==> src/include/fault_pkg.sv <==
// Shared constants and carrier types for the motor protection supervisor
package fault_pkg;

  localparam int HIST_DEPTH = 10;
  localparam int HIST_PTR_W = 4;
  localparam int LINK_MAX = 4;
  localparam int TRQ_LIMIT_MIN_PCT = 250;
  localparam int COMPAT_SPEED_ENTRY = 7;
  localparam int PCT_W = 10;
  localparam int POS_W = 32;
  localparam int VAL_W = 16;
  localparam int SPD_W = 16;
  localparam int SYNC_STAGES = 3;

  // Warning codes kept in the history
  localparam logic [3:0] WCODE_NONE = 4'h0;
  localparam logic [3:0] WCODE_DEV = 4'h1;
  localparam logic [3:0] WCODE_OVOLT = 4'h2;
  localparam logic [3:0] WCODE_OVLD = 4'h3;
  localparam logic [3:0] WCODE_PROHIB = 4'h4;

  // Alarm latch bit positions
  localparam int AB_INIT = 0;
  localparam int AB_REGEN = 1;
  localparam int AB_OVTR = 2;
  localparam int AB_DATA = 3;
  localparam int AB_MAINOUT = 4;
  localparam int ALARM_N = 5;

  localparam logic [ALARM_N-1:0] ALARM_RESET = 5'h00;
  localparam logic [ALARM_N-1:0] ALARM_CLEARABLE = 5'h1D;
  localparam logic [ALARM_N-1:0] ALARM_EXC_OFF = 5'h17;

  typedef enum logic [1:0] {
    PWR_WAIT = 2'b00,
    PWR_CHECK = 2'b01,
    PWR_RUN = 2'b10
  } pwr_state_e;

  typedef struct packed {
    logic [POS_W-1:0] cmd_pos;
    logic [POS_W-1:0] act_pos;
    logic [POS_W-1:0] dev_limit;
    logic [VAL_W-1:0] volt;
    logic [VAL_W-1:0] volt_limit;
    logic [VAL_W-1:0] load;
    logic [VAL_W-1:0] load_limit;
  } measure_s;

  typedef struct packed {
    logic start;
    logic positioning;
    logic compat_mode;
    logic [2:0] entry;
    logic [SPD_W-1:0] speed;
    logic [2:0] link_count;
    logic dir_mismatch;
  } op_req_s;

endpackage

==> src/design/warn_history.sv <==
// Ten-entry warning history, newest at index 0
`timescale 1ns/100ps
module warn_history
  import fault_pkg::*;
#(
  parameter int DEPTH = HIST_DEPTH
) (
  // Clock and reset
  input wire logic mclk_in,
  input wire logic rst_in,
  // Write and clear
  input wire logic push_in,
  input wire logic [3:0] code_in,
  input wire logic clear_in,
  // Read
  input wire logic [HIST_PTR_W-1:0] rd_idx_in,
  output logic [3:0] rd_code_out,
  output logic [HIST_PTR_W-1:0] count_out
);

  logic [3:0] mem_reg [DEPTH];
  logic [3:0] mem_next [DEPTH];
  logic [HIST_PTR_W-1:0] count_reg, count_next;
  logic [3:0] rd_reg, rd_next;

  // Shift register: oldest falls off the end when full
  always_comb begin
    count_next = count_reg;
    for (int i = 0; i < DEPTH; i++) begin
      mem_next[i] = mem_reg[i];
    end
    if (clear_in) begin
      count_next = '0;
      for (int i = 0; i < DEPTH; i++) begin
        mem_next[i] = WCODE_NONE;
      end
    end else if (push_in) begin
      mem_next[0] = code_in;
      for (int i = 1; i < DEPTH; i++) begin
        mem_next[i] = mem_reg[i-1];
      end
      if (count_reg != HIST_PTR_W'(DEPTH)) begin
        count_next = count_reg + 1'b1;
      end
    end
    rd_next = (rd_idx_in < count_reg) ? mem_reg[rd_idx_in] : WCODE_NONE;
  end

  always_ff @(posedge mclk_in) begin
    if (rst_in) begin
      count_reg <= '0;
      rd_reg <= WCODE_NONE;
      for (int i = 0; i < DEPTH; i++) begin
        mem_reg[i] <= WCODE_NONE;
      end
    end else begin
      count_reg <= count_next;
      rd_reg <= rd_next;
      for (int i = 0; i < DEPTH; i++) begin
        mem_reg[i] <= mem_next[i];
      end
    end
  end

  assign rd_code_out = rd_reg;
  assign count_out = count_reg;

endmodule // warn_history

==> src/design/motor_fault_warning_manager.sv <==
// Alarm and warning supervisor for a brushless motor driver
`timescale 1ns/100ps
// Overview of operation
// - Excitation-off alarms cut motor current and engage the brake.
// - Excitation-on alarms keep motor current and excitation.
// - Main-circuit-output alarm suppressed when torque limit is below 250 percent.
// - Power-up with an operation input on raises initial-drive alarm; fault clear clears it once the run input drops.
// - Initial-drive alarm only when its check setting is enabled.
// - Thermostat fault or main power before signal power: uncleared, excitation-off alarm.
// - Enabled software overtravel alarms when position reaches the limit.
// - Linked operation mixing rotation directions raises abnormal-data alarm.
// - Linking five or more entries raises abnormal-data alarm.
// - Positioning start at zero speed raises abnormal-data alarm, entry 7 compat too.
// - Abnormal-data alarm keeps excitation and is cleared by fault clear.
// - Any warning drives the caution output; operation continues.
// - Caution output drops by itself when the cause is gone.
// - While excited, deviation beyond threshold raises a warning.
// - Supply voltage above threshold raises a warning.
// - Load above the overload level raises a warning.
// - Leaving test mode with an operation input on raises a warning.
// - Keep up to ten warnings, newest first.
// - History can be read and cleared from panel or external tool.
// - History empty after power-up.
module motor_fault_warning_manager
  import fault_pkg::*;
(
  // Clock and reset
  input wire logic mclk_in,
  input wire logic rst_in,
  // Host pins (asynchronous)
  input wire logic fault_clear_input,
  input wire logic run_fwd_in,
  input wire logic run_rvs_in,
  input wire logic resistor_thermostat_input,
  // Power status (asynchronous)
  input wire logic main_power_in,
  input wire logic signal_power_in,
  input wire logic main_circuit_open_in,
  // Settings
  input wire logic init_drive_check_en_in,
  input wire logic soft_ovtr_en_in,
  input wire logic [POS_W-1:0] soft_limit_in,
  input wire logic [PCT_W-1:0] torque_limit_pct_in,
  input wire logic test_mode_in,
  // Measurements and operation requests
  input wire measure_s meas_in,
  input wire op_req_s op_in,
  // History access
  input wire logic hist_clear_panel_in,
  input wire logic hist_clear_tool_in,
  input wire logic [HIST_PTR_W-1:0] hist_idx_in,
  output logic [3:0] hist_code_out,
  output logic [HIST_PTR_W-1:0] hist_count_out,
  // Status
  output logic [ALARM_N-1:0] alarm_out,
  output logic excite_out,
  output logic brake_out,
  output logic caution_output,
  output logic [3:0] warn_active_out
);

  // Asynchronous pins pass three flops; change accepted when stages 2 and 3 agree
  localparam int NSYNC = 7;
  logic [NSYNC-1:0] pin_raw;
  logic [NSYNC-1:0] s1_reg, s2_reg, s3_reg, pin_reg;
  logic [NSYNC-1:0] pin_next;

  assign pin_raw = {main_circuit_open_in, signal_power_in, main_power_in,
                    resistor_thermostat_input, run_rvs_in, run_fwd_in, fault_clear_input};

  genvar g;
  generate
    for (g = 0; g < NSYNC; g++) begin : g_sync
      always_comb begin
        pin_next[g] = (s2_reg[g] == s3_reg[g]) ? s3_reg[g] : pin_reg[g];
      end
    end
  endgenerate

  always_ff @(posedge mclk_in) begin
    if (rst_in) begin
      s1_reg <= '0;
      s2_reg <= '0;
      s3_reg <= '0;
      pin_reg <= '0;
    end else begin
      s1_reg <= pin_raw;
      s2_reg <= s1_reg;
      s3_reg <= s2_reg;
      pin_reg <= pin_next;
    end
  end

  logic clr_s, fwd_s, rvs_s, th_bad_s, main_s, sig_s, open_s;
  assign clr_s = pin_reg[0];
  assign fwd_s = pin_reg[1];
  assign rvs_s = pin_reg[2];
  assign th_bad_s = pin_reg[3];
  assign main_s = pin_reg[4];
  assign sig_s = pin_reg[5];
  assign open_s = pin_reg[6];

  logic run_s;
  assign run_s = fwd_s | rvs_s;

  // Power-up sequencing
  pwr_state_e pwr_reg, pwr_next;
  logic main_prev_reg, main_prev_next;
  logic clr_prev_reg, clr_prev_next;
  logic test_prev_reg, test_prev_next;
  logic order_bad_reg, order_bad_next;
  // Initial-drive cause stays while the run input is still held
  logic init_pend_reg, init_pend_next;
  logic init_hit, main_rise;

  assign main_rise = main_s & ~main_prev_reg;

  always_comb begin
    pwr_next = pwr_reg;
    order_bad_next = order_bad_reg;
    init_hit = 1'b0;
    case (pwr_reg)
      PWR_WAIT: begin
        if (main_rise) begin
          pwr_next = PWR_CHECK;
          // Main supply ahead of signal supply
          order_bad_next = ~sig_s;
        end
      end
      PWR_CHECK: begin
        init_hit = run_s & init_drive_check_en_in;
        pwr_next = PWR_RUN;
      end
      PWR_RUN: begin
        if (!main_s) begin
          pwr_next = PWR_WAIT;
        end
      end
      default: pwr_next = PWR_WAIT;
    endcase
    main_prev_next = main_s;
    clr_prev_next = clr_s;
    test_prev_next = test_mode_in;
    init_pend_next = init_hit | (init_pend_reg & run_s);
  end

  // Alarm detection
  logic [ALARM_N-1:0] alarm_reg, alarm_next, alarm_set;
  logic clr_pulse, data_bad, ovtr_hit, zero_spd;

  assign clr_pulse = clr_s & ~clr_prev_reg;
  assign zero_spd = op_in.start & op_in.positioning & (op_in.speed == '0) &
                    (!op_in.compat_mode || op_in.entry == 3'(COMPAT_SPEED_ENTRY));
  assign data_bad = op_in.start & ((op_in.link_count > 3'(LINK_MAX))
                    | op_in.dir_mismatch
                    | zero_spd);
  assign ovtr_hit = soft_ovtr_en_in &
                    ($signed(meas_in.act_pos) >= $signed(soft_limit_in));

  always_comb begin
    alarm_set = ALARM_RESET;
    // Clear refused until the host drops the run input
    alarm_set[AB_INIT] = init_hit | (init_pend_reg & run_s);
    alarm_set[AB_REGEN] = th_bad_s | order_bad_reg;
    alarm_set[AB_OVTR] = ovtr_hit;
    alarm_set[AB_DATA] = data_bad;
    // Output-open check meaningless at low torque limits
    alarm_set[AB_MAINOUT] = open_s &
                            (torque_limit_pct_in >= PCT_W'(TRQ_LIMIT_MIN_PCT));
    alarm_next = alarm_reg;
    if (clr_pulse) begin
      alarm_next = alarm_reg & ~ALARM_CLEARABLE;
    end
    // New event wins over a simultaneous clear
    alarm_next = alarm_next | alarm_set;
  end

  // Excitation: only off-class alarms drop current
  logic excite_next, brake_next;
  always_comb begin
    excite_next = ~|(alarm_next & ALARM_EXC_OFF);
    brake_next = ~excite_next;
  end

  // Warnings are live levels; only the test-mode exit warning is latched, until run drops
  logic [3:0] warn_reg, warn_next, warn_new;
  logic [POS_W-1:0] dev_abs;
  logic prohib_reg, prohib_next;

  always_comb begin
    dev_abs = ($signed(meas_in.cmd_pos) >= $signed(meas_in.act_pos)) ?
              meas_in.cmd_pos - meas_in.act_pos : meas_in.act_pos - meas_in.cmd_pos;
    prohib_next = prohib_reg;
    if (test_prev_reg && !test_mode_in && run_s) begin
      prohib_next = 1'b1;
    end else if (!run_s) begin
      prohib_next = 1'b0;
    end
    warn_next[0] = excite_out & (dev_abs > meas_in.dev_limit);
    warn_next[1] = meas_in.volt > meas_in.volt_limit;
    warn_next[2] = meas_in.load > meas_in.load_limit;
    warn_next[3] = prohib_next;
    warn_new = warn_next & ~warn_reg;
  end

  // One push per cycle; lowest code wins if several rise together
  logic push;
  logic [3:0] push_code;
  always_comb begin
    push = |warn_new;
    push_code = WCODE_NONE;
    if (warn_new[3]) push_code = WCODE_PROHIB;
    if (warn_new[2]) push_code = WCODE_OVLD;
    if (warn_new[1]) push_code = WCODE_OVOLT;
    if (warn_new[0]) push_code = WCODE_DEV;
  end

  logic caution_next;
  assign caution_next = |warn_next;

  always_ff @(posedge mclk_in) begin
    if (rst_in) begin
      pwr_reg <= PWR_WAIT;
      main_prev_reg <= 1'b0;
      clr_prev_reg <= 1'b0;
      test_prev_reg <= 1'b0;
      order_bad_reg <= 1'b0;
      init_pend_reg <= 1'b0;
      alarm_reg <= ALARM_RESET;
      excite_out <= 1'b1;
      brake_out <= 1'b0;
      warn_reg <= 4'h0;
      prohib_reg <= 1'b0;
      caution_output <= 1'b0;
    end else begin
      pwr_reg <= pwr_next;
      main_prev_reg <= main_prev_next;
      clr_prev_reg <= clr_prev_next;
      test_prev_reg <= test_prev_next;
      order_bad_reg <= order_bad_next;
      init_pend_reg <= init_pend_next;
      alarm_reg <= alarm_next;
      excite_out <= excite_next;
      brake_out <= brake_next;
      warn_reg <= warn_next;
      prohib_reg <= prohib_next;
      caution_output <= caution_next;
    end
  end

  assign alarm_out = alarm_reg;
  assign warn_active_out = warn_reg;

  warn_history #(
    .DEPTH(HIST_DEPTH)
  ) u_hist (
    .mclk_in(mclk_in),
    .rst_in(rst_in),
    .push_in(push),
    .code_in(push_code),
    .clear_in(hist_clear_panel_in | hist_clear_tool_in),
    .rd_idx_in(hist_idx_in),
    .rd_code_out(hist_code_out),
    .count_out(hist_count_out)
  );

endmodule // motor_fault_warning_manager

==> config.mk <==
export PLATFORM = sky130hd
export DESIGN_NAME = motor_fault_warning_manager
export DESIGN_NICKNAME = d
export VERILOG_FILES = /design/src/include/fault_pkg.sv /design/src/design/warn_history.sv /design/src/design/motor_fault_warning_manager.sv
export SDC_FILE = /design/constraint.sdc
export NUM_CORES = 1
export LEC_CHECK = 0
export ABC_AREA = 1
export BUFFER_PORTS_ARGS = -buffer_cell sky130_fd_sc_hd__buf_2
export CAP_MARGIN = 30
export CORE_ASPECT_RATIO = 1.25
export CORE_MARGIN = 1.5
export CORE_UTILIZATION = 50
export DETAILED_ROUTE_END_ITERATION = 6
export HOLD_SLACK_MARGIN = 0.1
export PLACE_DENSITY = 0.77
export SYNTH_ARGS = -nofsm -noshare
export SYNTH_HDL_FRONTEND = slang
export SYNTH_SLANG_ARGS = --single-unit
==> constraint.sdc <==
create_clock -name mclk_in -period 5.8 [get_ports mclk_in]
set_clock_uncertainty 0.1 [all_clocks]
set_input_delay 0.29 -clock mclk_in [delete_from_list [all_inputs] [get_ports mclk_in]]
set_output_delay 0.29 -clock mclk_in [all_outputs]
set_load 0.05 [all_outputs]
==> summary.md <==
| Metric | Value |
|---|---|
| Crit end category | `flop` |
| GRT Overall Usage | `27.1%` |
| WP data arrival | `4950 ps` |
| CTS tree | `done` |
| Die area | `0.0205 sq mm` |
| Pre-antenna DRT Iters | `5` |
| Routed WL per cell | `13.1 um` |
| Area fraction of the dominant cell type after synthesis | `20.9%` |
| Synth cell types | `46` |
| Max IR drop VDD | `0.161 mV` |
| Max reg flops | `30` |
| Post-synth top cells | `nand2_1 (327), inv_1 (318), a21oi_1 (174)` |
| Antenna-violating nets left | `0` |
| Routed WL | `27.3 mm` |
| Pleak | `6.57 nW` |
| Root Buffer | `clkbuf_16` |
| DP HPWL | `23.3 mm` |
| Starting Density | `50.8%` |
| Share of flip-flops with an asynchronous set or reset | `0%` |
| Slew @ Worst Pin | `861 ps` |
| Final period utilization | `83.4%` |
| Fmax | `207 MHz` |
| Area growth, synth to finish | `19.9%` |
| Synth Register Bits | `84` |
| Post-Syn Nets | `1,966` |
| Combinational power share | `43.7%` |
| Worst path slowest cell | `fa_1` |
| Power share of the clock group | `29.7%` |
| Dominant cell type by area after synthesis | `ha_1` |
| Largest net degree at the start of global routing | `39` |
| Vias/cell | `5.05` |
| Vias in the first global route | `10,500` |
| Power Density | `193 mW/mm^2` |
| Core Area | `0.0193 sq mm` |
| Slowest Stage Delay on Critical Path | `410 ps` |
| Setup violations, final | `0` |
| Layout cells sized above 1 | `17.1%` |
| CTS clk-pin slew, worst paths | `60 ps` |
| Port-buffer cells | `263` |
| Seq pwr share | `26.6%` |
| DR DRC count | `0` |
| Grt ovf | `0` |
| Status | `finished clean` |
| Skew-Pair Late Insertion Delay | `340 ps` |
| Hold Violations, Final | `0` |
| Worst slew margin | `41.1%` |
| Post-CTS Resized | `0` |
| Final Util | `60.9%` |
| Int Pwr | `0.00142 W` |
| EDFF count, synth | `3` |
| Maxcap violations | `0` |
| Avg Inst Size Synth | `6.31 sq um` |
| Sequential element share of the synthesized area | `17.4%` |
| Min-delay worst type | `in2reg` |
| Synth top area cells | `ha_1 (21%), dfxtp_1 (17%), nand2_1 (13%)` |
| CP Max Fanout | `17` |
| CTS buffer count | `9` |
| I/O pins | `266` |
| Worst Path Required | `5910 ps` |
| Max clock buf depth | `2` |
| Main synth FF type | `dfxtp_1` |
| Top-count cell post-synth | `nand2_1` |
| Mapped Area | `0.00981 sq mm` |
| Switching Share | `37.3%` |
| Final Max Tran Viols | `0` |
| Via count | `10,500` |
| WS Path Type | `in2reg` |
| YS warnings | `0` |
| Total negative slack | `0 ps` |
| RSZ-0062 raised after global routing | `false` |
| Gate Count Post-Synth | `1,554` |
| Worst setup SP type | `primary input` |
| H-tree depth | `3` |
| Starting DRT DRC Count | `504` |
| RePlAce Congestion | `0.956` |
| Chip height | `160 um` |
| Global-route wire length before repair | `45.3 mm` |
| Tmin final | `4840 ps` |
| Row count | `57` |
| Final nets | `2,221` |
| Die X | `128 um` |
| Num Clock Sinks | `84` |
| Initial antenna violation count | `2` |
| NetSw | `0.000846 W` |
## kinds of logic after synthesis
| logic type | after synthesis | share of synthesized area (%) |
|---|---|---|
| flops | 84 | 17.4 |
| compound gates | 341 | 19.0 |
| buf+inv | 357 | 14.2 |
| simple gates | 552 | 23.2 |
| xor+xnor | 53 | 4.73 |
| other cells | 1 | 0.0382 |
| fa+ha+maj | 166 | 21.3 |
## per-stage QoR
| step | setup slack [ps] | area [sq um] | hold slack, ps | power (W) | instances |
|---|---|---|---|---|---|
| after floorplan | 1940 | 9810 | 288 | 0.00132 | 1554 |
| after global placement | 749 | 11300 | 289 | 0.00157 | 2055 |
| after detailed placement | 691 | 11300 | 294 | 0.00160 | 2055 |
| after CTS | 1010 | 11800 | 158 | 0.00228 | 2079 |
| after global routing | 488 | 11800 | 188 | 0.00245 | 2080 |
| final | 960 | 11800 | 165 | 0.00227 | 2080 |
## metal layers
metal / GRT usage [%] / vias to the layer above / wire [um]
met5: 0 / - / 12
met4: 10.3 / 2 / 964
met3: 3.55 / 69 / 1240
met2: 52.0 / 315 / 13900
met1: 29.7 / 4651 / 11200
li1: - / 5457 / -
## power by group through the flow
stage | sequential [W] | clock [W] | combinational, W
after floorplan | 0.000644 | 0 | 0.000672
after global placement | 0.000616 | 0 | 0.000959
after detailed placement | 0.000616 | 0 | 0.000984
after CTS | 0.000604 | 0.000680 | 0.000993
after global routing | 0.000605 | 0.000700 | 0.00114
final | 0.000604 | 0.000673 | 0.000992
## critical path, delay by kind of cell
| family | cells | cell delay (ps) |
|---|---|---|
| and+or+nand+nor | 11 | 1980 |
| AOI/OAI and AO/OA | 5 | 860 |
| adders and majority gates | 3 | 860 |
| buffers and inverters | 7 | 930 |
## area by class of cell
type / instances / area [sq um]
repair buffers: 277 / 1440
clock inverters: 5 / 105
clock buffers: 11 / 253
flip-flops and latches: 84 / 1710
diodes: 1 / 2.50
well taps: 265 / 332
fillers: 1916 / 7560
inverters: 324 / 1220
multi-input cells: 1113 / 6710
## worst paths after layout
kind	slack (ps)	from	cells after the start	end
setup / recovery	960	meas_in[128]	26	u_hist.mem_reg[2][1]$_SDFFE_PP0N_
hold / removal	160	op_in[25]	3	alarm_out[3]$_SDFF_PP0_
setup reg to reg	3580	u_hist.count_out[1]$_SDFFE_PP0P_	7	u_hist.rd_code_out[1]$_SDFF_PP0_
hold reg to reg	300	s1_reg[3]$_SDFF_PP0_	2	s2_reg[3]$_SDFF_PP0_
## timing repair
item                      4_1_cts  5_1_grt
hold endpoints to repair        8        0
hold buffers                    8        0
buffers inserted                0        0
## placed cells by master (no fill, tap or decap), types with 4 or more instances in the layout
cell	synthesis	routed
nand2_1	327	327
inv_1	318	318
buf_2	11	263
a21oi_1	174	174
ha_1	164	164
nor2_1	126	126
o21ai_0	89	89
dfxtp_1	81	81
xor2_1	46	46
nand3_1	41	41
o22ai_1	22	22
nor3_1	16	16
o21a_1	16	16
nand4_1	12	12
o21ai_1	9	9
o21bai_1	9	9
clkbuf_16	0	9
dlygate4sd3_1	0	8
nor4_1	7	7
xnor2_1	7	7
inv_2	6	6
and2_1	6	6
buf_4	7	6
nand2_2	5	5
a21o_1	4	4
o211ai_1	4	4
(Power assumes the default switching activity.)
